[src/charger_pkg.sv]
/*
  Package for the charger status and power selector block.
  Holds register offsets, status bit positions, the control reset value and the
  states of the thermal supervisor.
  Assumes a single 200 MHz clock and synchronous comparator inputs.
*/
// Overview of operation
// - Status bit 7 shows adapter drives system
// - Connect adapter when detected and learn clear
// - Learn cycle plus depleted battery selects adapter
// - Adapter overcurrent drops adapter switch drive on the next clock edge
// - Status bit 8 shows thermal shutdown active
// - Above 145C: charger off, alarm raised
// - Register port works during thermal shutdown
// - Restart charging automatically below 130C
// - Status bit 9 cold, charging withheld
// - Status bit 10 hot, charging withheld
// - Hot uses start or operating threshold
// - Battery connects when no adapter, or when learning with battery not depleted
package charger_pkg;

  // ****************************************************************
  // Register map
  // ****************************************************************
  localparam logic [7:0] status_offset  = 8'h00;  // Read-only status
  localparam logic [7:0] control_offset = 8'h04;  // Read/write control
  localparam logic [7:0] alarm_offset   = 8'h08;  // Alarm, write one to clear

  // ****************************************************************
  // Status field positions
  // ****************************************************************
  localparam int battery_conn_bit  = 6;
  localparam int adapter_conn_bit  = 7;
  localparam int thermal_fault_bit = 8;
  localparam int pack_cold_bit     = 9;
  localparam int pack_hot_bit      = 10;
  localparam int batt_low_bit      = 11;
  localparam int charging_bit      = 0;

  // ****************************************************************
  // Control field positions and reset value
  // ****************************************************************
  localparam int learn_cycle_bit   = 4;
  localparam int charge_enable_bit = 0;
  localparam logic [15:0] control_reset = 16'h0001;

  // ****************************************************************
  // Thermal supervisor states
  // ****************************************************************
  typedef enum logic [0:0] {
    thermal_ok   = 1'b0,
    thermal_shut = 1'b1
  } thermal_state_t;

endpackage

[src/charger_status_if.sv]
/*
  Interface carrying comparator levels between the top and the
  selector. Assumes all levels synchronous to ref_clk.
*/
`timescale 1ns/1ps
`default_nettype none
interface charger_status_if;
  logic adapter_present;     // Adapter detect above threshold
  logic learn_cycle;         // Learn cycle setting
  logic battery_depleted;    // Battery below depleted threshold
  logic adapter_overcurrent; // Adapter overcurrent comparator
  logic adapter_on;          // Adapter switch decision
  logic battery_on;          // Battery switch decision
  modport top (output adapter_present, learn_cycle, battery_depleted, adapter_overcurrent,
               input adapter_on, battery_on);
  modport sel (input adapter_present, learn_cycle, battery_depleted, adapter_overcurrent,
               output adapter_on, battery_on);
endinterface
`default_nettype wire

[src/power_selector.sv]
/*
  Adapter and battery to system power selector.
  Assumes comparator levels arrive synchronous to ref_clk.
*/
`timescale 1ns/1ps
`default_nettype none
module power_selector
  import charger_pkg::*;
(
  input  wire logic       ref_clk,
  input  wire logic       rst_b,
  charger_status_if.sel   sel_if
);

  // ****************************************************************
  // Selection
  // ****************************************************************
  logic adapter_want; // Adapter should drive system

  // Decide adapter path
  always_comb begin
    adapter_want = sel_if.adapter_present &&
                   (!sel_if.learn_cycle || sel_if.battery_depleted);
  end

  // Drive adapter switch, overcurrent removes it the same cycle
  assign sel_if.adapter_on = adapter_want && !sel_if.adapter_overcurrent;

  // Battery path, registered
  always_ff @(posedge ref_clk) begin
    if (!rst_b) begin
      sel_if.battery_on <= 1'b1;
    end else begin
      sel_if.battery_on <= !sel_if.adapter_present ||
                           (sel_if.learn_cycle && !sel_if.battery_depleted);
    end
  end

endmodule
`default_nettype wire

[src/charger_status_power_selector.sv]
/*
  Status flags and supervisory logic of a battery charger.
  Assumes synchronous comparator inputs and a simple strobe register port.
*/
`timescale 1ns/1ps
`default_nettype none
module charger_status_power_selector
  import charger_pkg::*;
(
  input  wire logic        ref_clk,
  input  wire logic        rst_b,
  input  wire logic [7:0]  reg_addr,
  input  wire logic [15:0] reg_wdata,
  input  wire logic        reg_write,
  input  wire logic        reg_read,
  output logic      [15:0] reg_rdata,
  input  wire logic        adapter_detect_input,
  input  wire logic        battery_depleted_threshold,
  input  wire logic        adapter_overcurrent,
  input  wire logic        die_over_145,
  input  wire logic        die_below_130,
  input  wire logic        ts_cold,
  input  wire logic        ts_hot_start,
  input  wire logic        ts_hot_operating,
  output logic             adapter_switch_drive,
  output logic             battery_switch_drive,
  output logic             charge_enable,
  output logic             alarm
);

  // ****************************************************************
  // Storage
  // ****************************************************************
  logic [15:0]    control_reg;    // Host control
  logic           alarm_reg;      // Sticky thermal alarm
  thermal_state_t thermal_reg;    // Thermal supervisor
  logic           charging_reg;   // Charger running
  logic           pack_hot;       // Hot with active threshold
  logic           charge_ok;      // All conditions allow charge
  logic [15:0]    status_word;    // Live status
  charger_status_if sel_if ();    // To selector

  // Feed selector
  assign sel_if.adapter_present     = adapter_detect_input;
  assign sel_if.learn_cycle         = control_reg[learn_cycle_bit];
  assign sel_if.battery_depleted    = battery_depleted_threshold;
  assign sel_if.adapter_overcurrent = adapter_overcurrent;

  power_selector u_sel (
    .ref_clk (ref_clk),
    .rst_b   (rst_b),
    .sel_if  (sel_if)
  );

  // Hot threshold depends on charging state
  always_comb begin
    pack_hot = charging_reg ? ts_hot_operating : ts_hot_start;
    charge_ok = control_reg[charge_enable_bit] && adapter_detect_input &&
                (thermal_reg == thermal_ok) && !ts_cold && !pack_hot;
  end

  // Live status word, nothing latched
  always_comb begin
    status_word = 16'h0000;
    status_word[charging_bit]      = charging_reg;
    status_word[battery_conn_bit]  = battery_switch_drive;
    status_word[adapter_conn_bit]  = adapter_switch_drive;
    status_word[thermal_fault_bit] = (thermal_reg == thermal_shut);
    status_word[pack_cold_bit]     = ts_cold;
    status_word[pack_hot_bit]      = pack_hot;
    status_word[batt_low_bit]      = battery_depleted_threshold;
  end

  // ****************************************************************
  // Thermal supervisor
  // ****************************************************************
  always_ff @(posedge ref_clk) begin
    if (!rst_b) begin
      thermal_reg <= thermal_ok;
    end else begin
      case (thermal_reg)
        thermal_ok: begin
          if (die_over_145) begin
            thermal_reg <= thermal_shut;
          end
        end
        thermal_shut: begin
          if (die_below_130) begin
            thermal_reg <= thermal_ok;
          end
        end
        default: thermal_reg <= thermal_ok;
      endcase
    end
  end

  // Charger run state, restarts without host
  always_ff @(posedge ref_clk) begin
    if (!rst_b) begin
      charging_reg <= 1'b0;
    end else begin
      charging_reg <= charge_ok;
    end
  end

  // Alarm: set on shutdown entry, set wins over clear
  always_ff @(posedge ref_clk) begin
    if (!rst_b) begin
      alarm_reg <= 1'b0;
    end else if (thermal_reg == thermal_ok && die_over_145) begin
      alarm_reg <= 1'b1;
    end else if (reg_write && reg_addr == alarm_offset && reg_wdata[0]) begin
      alarm_reg <= 1'b0;
    end
  end

  // ****************************************************************
  // Register port, independent of thermal state
  // ****************************************************************
  always_ff @(posedge ref_clk) begin
    if (!rst_b) begin
      control_reg <= control_reset;
    end else if (reg_write && reg_addr == control_offset) begin
      control_reg <= reg_wdata;
    end
  end

  // Read data one cycle after strobe, zero otherwise
  always_ff @(posedge ref_clk) begin
    if (!rst_b) begin
      reg_rdata <= 16'h0000;
    end else if (reg_read && reg_addr == status_offset) begin
      reg_rdata <= status_word;
    end else if (reg_read && reg_addr == control_offset) begin
      reg_rdata <= control_reg;
    end else if (reg_read && reg_addr == alarm_offset) begin
      reg_rdata <= {15'h0000, alarm_reg};
    end else begin
      reg_rdata <= 16'h0000;
    end
  end

  // ****************************************************************
  // Registered outputs
  // ****************************************************************
  always_ff @(posedge ref_clk) begin
    if (!rst_b) begin
      adapter_switch_drive <= 1'b0;
      battery_switch_drive <= 1'b1;
      charge_enable        <= 1'b0;
      alarm                <= 1'b0;
    end else begin
      adapter_switch_drive <= sel_if.adapter_on && !adapter_overcurrent;
      battery_switch_drive <= sel_if.battery_on;
      charge_enable        <= charge_ok;
      alarm                <= alarm_reg;
    end
  end

endmodule
`default_nettype wire

[config.mk]
export PLATFORM = sky130hd
export DESIGN_NAME = charger_status_power_selector
export DESIGN_NICKNAME = d
export VERILOG_FILES = /design/src/charger_pkg.sv /design/src/charger_status_if.sv /design/src/power_selector.sv /design/src/charger_status_power_selector.sv
export SDC_FILE = /design/constraint.sdc
export NUM_CORES = 1
export LEC_CHECK = 0
export CAP_MARGIN = 5
export CORE_AREA = 2 2 68 70
export CTS_CLUSTER_SIZE = 30
export DETAILED_ROUTE_END_ITERATION = 7
export DIE_AREA = 0 0 70 72
export DONT_BUFFER_PORTS = 1
export GPL_ROUTABILITY_DRIVEN = 0
export PLACE_DENSITY = 0.49
export SLEW_MARGIN = 0
export SYNTH_ARGS = -nofsm -noshare
export SYNTH_HDL_FRONTEND = slang
export SYNTH_SLANG_ARGS = --single-unit
[constraint.sdc]
create_clock -name ref_clk -period 1.95 [get_ports ref_clk]
set_input_delay 0.0975 -clock ref_clk [delete_from_list [all_inputs] [get_ports ref_clk]]
set_output_delay 0.0975 -clock ref_clk [all_outputs]
set_load 0.02 [all_outputs]
Yosys cells after proc, flatten, opt, wreduce, memory -nomap -nowiden
Index checks and enable logic that the tools add are counted.

storage, ports and cells
  output and inout bits = 20
  input port bits = 36
  logic and storage cells = 49
  register bits = 39

cells by class
  mux-type cells = 9
  reduce and logical (&&, ||, !) cells = 26
  eq/ne operators = 2
  bitwise logic cells = 2

operator list
  cell                                                                    count
  16-bit two-way mux                                                      1
  1-bit logical AND                                                       15
  12-bit two-way mux                                                      1
  8-bit by 3-bit equality test with 1-bit output (second input constant)  1
  8-bit by 4-bit equality test with 1-bit output (second input constant)  1
  8-bit logical NOT                                                       1
  1-bit logical NOT                                                       6
  1-bit two-way mux                                                       6
  1-bit logical OR                                                        2
  1-bit NOT                                                               2
  1-bit case mux with 2 select lines                                      1
  2-bit nonzero test                                                      1
  2-bit OR reduction                                                      1

Longest topological paths before layout
  depth after elaboration = 5
  mapped depth = 5
  depth with buffers taken out = 3

Cells and area by module
From an unflattened synthesis, not the netlist that was laid out.

second synthesis, totals
  cells, all modules = 144
  area total of the unflattened synthesis = 1490.2 sq um

by module, submodules not included
  module                         cells an instance  area each (sq um)  sequential area each (sq um)  times used
  charger_status_power_selector  140                1436.4             760.7                         1
  power_selector                 4                  53.8               20.0                          1

Worst setup path before layout
OpenSTA, ideal clock, no wires.

  path type = input to register
  start = in reg_addr[5]
  end = reg control_reg[0]
  path buffers = 2
  slack = 0.265 ns
  arrival time = 1.614 ns
  required time = 1.878 ns
  setup time = 0.072 ns
  stages on the path = 5
  cell sequence = or4_4 > buf_6 > nor4_4 > buf_6 > mux2i_1

on the way
  cells in the longest elaborated chain, start to end = 2

RTL lines
  element                                         line                                  source
  start: declaration                              charger_status_power_selector.sv:12   input wire logic [7:0] reg_addr,
  8-bit by 3-bit equality test with 1-bit output  charger_status_power_selector.sv:123  end else if (reg_write && reg_addr == control_offset) begin
  1-bit logical AND                               charger_status_power_selector.sv:123
  end signal: assignment                          charger_status_power_selector.sv:122  control_reg <= control_reset;
  end signal: assignment                          charger_status_power_selector.sv:124  control_reg <= reg_wdata;
  end: declaration                                charger_status_power_selector.sv:34   logic [15:0] control_reg;

Every way passes these cells.
A chain may end at the register's enable or synchronous reset.

Worst setup path in the final report
  start = in reg_addr[5]
  end = reg reg_rdata[10]

on the way
  cells in the longest elaborated chain, start to end = 4
  elaborated cells between the ends (all ways) = 6
  classes of those cells = 1 x eq/ne; 2 x mux; 3 x reduce/logical

RTL lines
  element                                         line                                  source
  8-bit by 3-bit equality test with 1-bit output  charger_status_power_selector.sv:134  end else if (reg_read && reg_addr == control_offset) begin
  1-bit logical AND                               charger_status_power_selector.sv:134
  16-bit two-way mux                              charger_status_power_selector.sv:134
  12-bit two-way mux (*)                          charger_status_power_selector.sv:132  end else if (reg_read && reg_addr == status_offset) begin
  end signal: assignment                          charger_status_power_selector.sv:133  reg_rdata <= status_word;
  end signal: assignment                          charger_status_power_selector.sv:135  reg_rdata <= control_reg;
  end signal: assignment                          charger_status_power_selector.sv:137  reg_rdata <= {15'h0000, alarm_reg};
  end: declaration                                charger_status_power_selector.sv:16   output logic [15:0] reg_rdata,

Mark *: on every way between the ends. The rest lies on a longest branch, timed or not.

==> impl_results.md <==
- Post-route fraction of the period consumed by the critical path: 0.6502
- Sequential share of power: 0.583
- Gr ovfl total: 0
- Maximum number of pins on one net before global-route repair: 37
- Internal Power: 0.001103 W
- Share of synthesized cell area in and, or, nand and nor gates: 0.2362
- Most used standard cell by instance count after synthesis: sky130_fd_sc_hd__dfxtp_1
- Wire length of the first global-routing pass: 4.629 mm
- Total negative setup slack: 0 ns
- Setup Buffers After CTS: 0
- Maximum buffer depth of the clock tree: 2
- Worst min-delay path category: in2reg
- Number of remaining DRC errors: 0
- Antenna violations before repair: 0
- Setup skew after layout: 0.003343 ns
- Dominant combinational cell family by area after synthesis: simple AND/OR/NAND/NOR gates
- Buffer type at the clock tree root: sky130_fd_sc_hd__clkbuf_8
- Share of the synthesized area in the top cell type: 0.5379
- Sw Share: 0.2113
- Overall routing resource usage: 0.1190
- Final setup vio count: 0
- Initial cell density of the core: 0.3404
- Cell types with the largest area share after synthesis: sky130_fd_sc_hd__dfxtp_1 54%, sky130_fd_sc_hd__mux2i_1 16%, sky130_fd_sc_hd__nand2_1 8.5%, sky130_fd_sc_hd__and2_1 4.3%, sky130_fd_sc_hd__clkbuf_1 1.8%
- Clock-pin slew of the registers on the worst-case setup and hold paths: 0.06 ns
- Cell area after synthesis: 1451 um^2
- Number of diodes added for antenna fixing: 0
- Number of rows in the core area: 24
- Kind of capture point of the worst setup path: register
- Final-layout fill cell count: 413
- Met2 WL: 1.386 mm
- Async SR Flop Fraction: 0
- Crit path arrival time: 1.48 ns
- Post-DP HPWL: 1.914 mm
- CP Class: in2reg
- Transition time at the pin with the least slew margin: 0.2861 ns
- Number of CTS-inserted buffers: 5
- Sink Count: 39
- Adder-cell area share of the yosys netlist: 0
- Number of hold buffers added after cts: 26
- Post-synthesis net count: 179
- WHS: 0.01380 ns
- Highest Clock Rate: 788.8 MHz
- Vias per inst: 4.614
- CTS tree: built
- Data required, critical path: 2.16 ns
- Seq cells post-synth: 39
- Number of pins exceeding their max-slew limit in the final report: 0
- First drt pass iteration count: 5
- Peak supply drop: 0.3998 mV
- Synth cell types: 24
- Total core area: 4264 um^2
- Die H: 72 um
- Die outline width: 70 um
- Detailed-routed wire length on met3: 201 um
- Synthesized-area fraction occupied by ao, oa, aoi and oai cells: 0.02069
- Clock power share: 0.346
- Number of antenna-violating nets in the routed design: 0
- CTS H-Tree Depth: 2
- Yosys synthesis warning count: 0
- Area added between synthesis and finish: 25.78%
- Post-cts repair resize count: 0
- Number of nets in the layout: 205
- Average footprint of a synthesized cell: 10.15 um^2
- Proportion of power drawn by combinational gates: 0.071
- Fraction of final layout cells with drive strength greater than 1: 0.07738
- Cell leakage power: 0.6784 nW
- Number of DRC markers after the initial detailed-route iteration: 19
- Count of buffers from port buffering: 0
- Run status: completed
- Top Metal Used: met4
- Total die area: 5040 um^2
- Number of instances in the synthesized netlist: 143
- Count of flip-flops with a built-in enable after synthesis: 0
- Setup crit start kind: input pin
- Worst-path fanout max: 6
- Number of global-route vias before repair: 1057
- Via total after detailed routing: 1015
- Aggregate routed wire length: 2.927 mm
- Number of placed I/O pins: 56
- Mean routed wirelength per cell: 13.30 um
- M1 wire length: 1.303 mm
- Psw: 0.0002956 W
- Power per unit of standard cell area: 766.4 nW/um^2
- Total count of hold-check failures in the final report: 0
- Post-Synth XOR/XNOR Area: 0
- Setup repair after global routing missed its margin: no
- Ranking of synthesized cells by instance count: 39 x sky130_fd_sc_hd__dfxtp_1, 33 x sky130_fd_sc_hd__nand2_1, 23 x sky130_fd_sc_hd__mux2i_1
- Clock network latency to the later pin of the worst-skew pair: 0.28 ns
- Number of maximum-capacitance violations: 0
- Area leader, netlist: sky130_fd_sc_hd__dfxtp_1
- Mux contribution to synthesized area: 0.1664
- Sequential fraction of the synthesis area: 0.5379
- Max-Slew Margin vs Limit: 0.8090
- Min Clock Period, post-route: 1.268 ns
- Most used flip-flop cell after synthesis: sky130_fd_sc_hd__dfxtp_1
[placed cells by master, fill, tap and decap left out, types with 2 or more instances in the layout]
| master | Yosys | routed |
|---|---|---|
| sky130_fd_sc_hd__nand2_1 | 33 | 33 |
| sky130_fd_sc_hd__buf_4 | 0 | 2 |
| sky130_fd_sc_hd__dfxtp_1 | 39 | 39 |
| sky130_fd_sc_hd__nor2_1 | 7 | 7 |
| sky130_fd_sc_hd__dlygate4sd3_1 | 0 | 25 |
| sky130_fd_sc_hd__nand4b_1 | 2 | 2 |
| sky130_fd_sc_hd__inv_1 | 2 | 2 |
| sky130_fd_sc_hd__clkbuf_8 | 0 | 5 |
| sky130_fd_sc_hd__nor2b_1 | 2 | 2 |
| sky130_fd_sc_hd__and2_1 | 10 | 10 |
| sky130_fd_sc_hd__mux2i_1 | 23 | 23 |
| sky130_fd_sc_hd__nand3b_1 | 2 | 2 |
| sky130_fd_sc_hd__nand2b_1 | 2 | 2 |
[worst max-delay path, cell delays in order]
cell and delay, ns:
sky130_fd_sc_hd__or4_4 0.57, sky130_fd_sc_hd__or4_1 0.64, sky130_fd_sc_hd__nor2_1 0.17
[stage by stage]
step / std cells / utilization / cell area (um^2) / total power, W / worst slack [ns]
finish: 220 / 0.4281 / 1826 / 0.001399 / 0.6822
global route: 220 / 0.4281 / 1826 / 0.001463 / 0.6380
CTS: 220 / 0.4281 / 1826 / 0.001424 / 0.6746
detailed placement: 188 / 0.3477 / 1483 / 0.0008755 / 0.3781
global placement: 188 / 0.3477 / 1483 / 0.0008748 / 0.3763
floorplan: 143 / - / 1451 / 0.0008824 / 0.2646
[final cells by class]
type	count	area (um^2)	share of cell area
Multi-Input combinational cell	93	614.3	0.3365
Clock buffer	6	72.57	0.03975
Tap cell	52	65.06	0.03564
Timing Repair Buffer	28	285.3	0.1563
Inverter	2	7.507	0.004112
Sequential cell	39	780.7	0.4277
[kinds of logic (layout without fill, tap and decap cells)]
group / Yosys count / after routing
AO/OA/AOI/OAI: 4 / 4
multiplexers: 24 / 24
buffers and inverters: 11 / 36
flip-flops: 39 / 39
AND/OR/NAND/NOR: 65 / 65
[per-layer routing]
metal	up-vias	global-route usage
met5	-	0
met4	0	0.04701
met3	4	0.05139
met2	42	0.2053
met1	451	0.1300
li1	518	-
[final timing paths]
| path | start | to | slack, ns | cells past startpoint |
|---|---|---|---|---|
| hold / removal | reg_addr[2] | reg_rdata[10] | 0.01 | 2 |
| hold reg to reg | u_sel.sel_if.battery_on | battery_switch_drive | 0.42 | 1 |
| setup / recovery | reg_addr[5] | reg_rdata[10] | 0.68 | 3 |
| setup reg to reg | control_reg[0] | charge_enable | 0.71 | 3 |
[power by group through the flow]
stage,combinational [W],sequential [W],clock [W]
floorplan,0.0000504,0.000832,0
CTS,0.000101,0.000816,0.000508
global placement,0.0000412,0.000834,0
global route,0.000108,0.000816,0.000538
finish,0.0000997,0.000816,0.000484
detailed placement,0.0000416,0.000834,0
No activity file was read; power rests on OpenSTA's default activity.
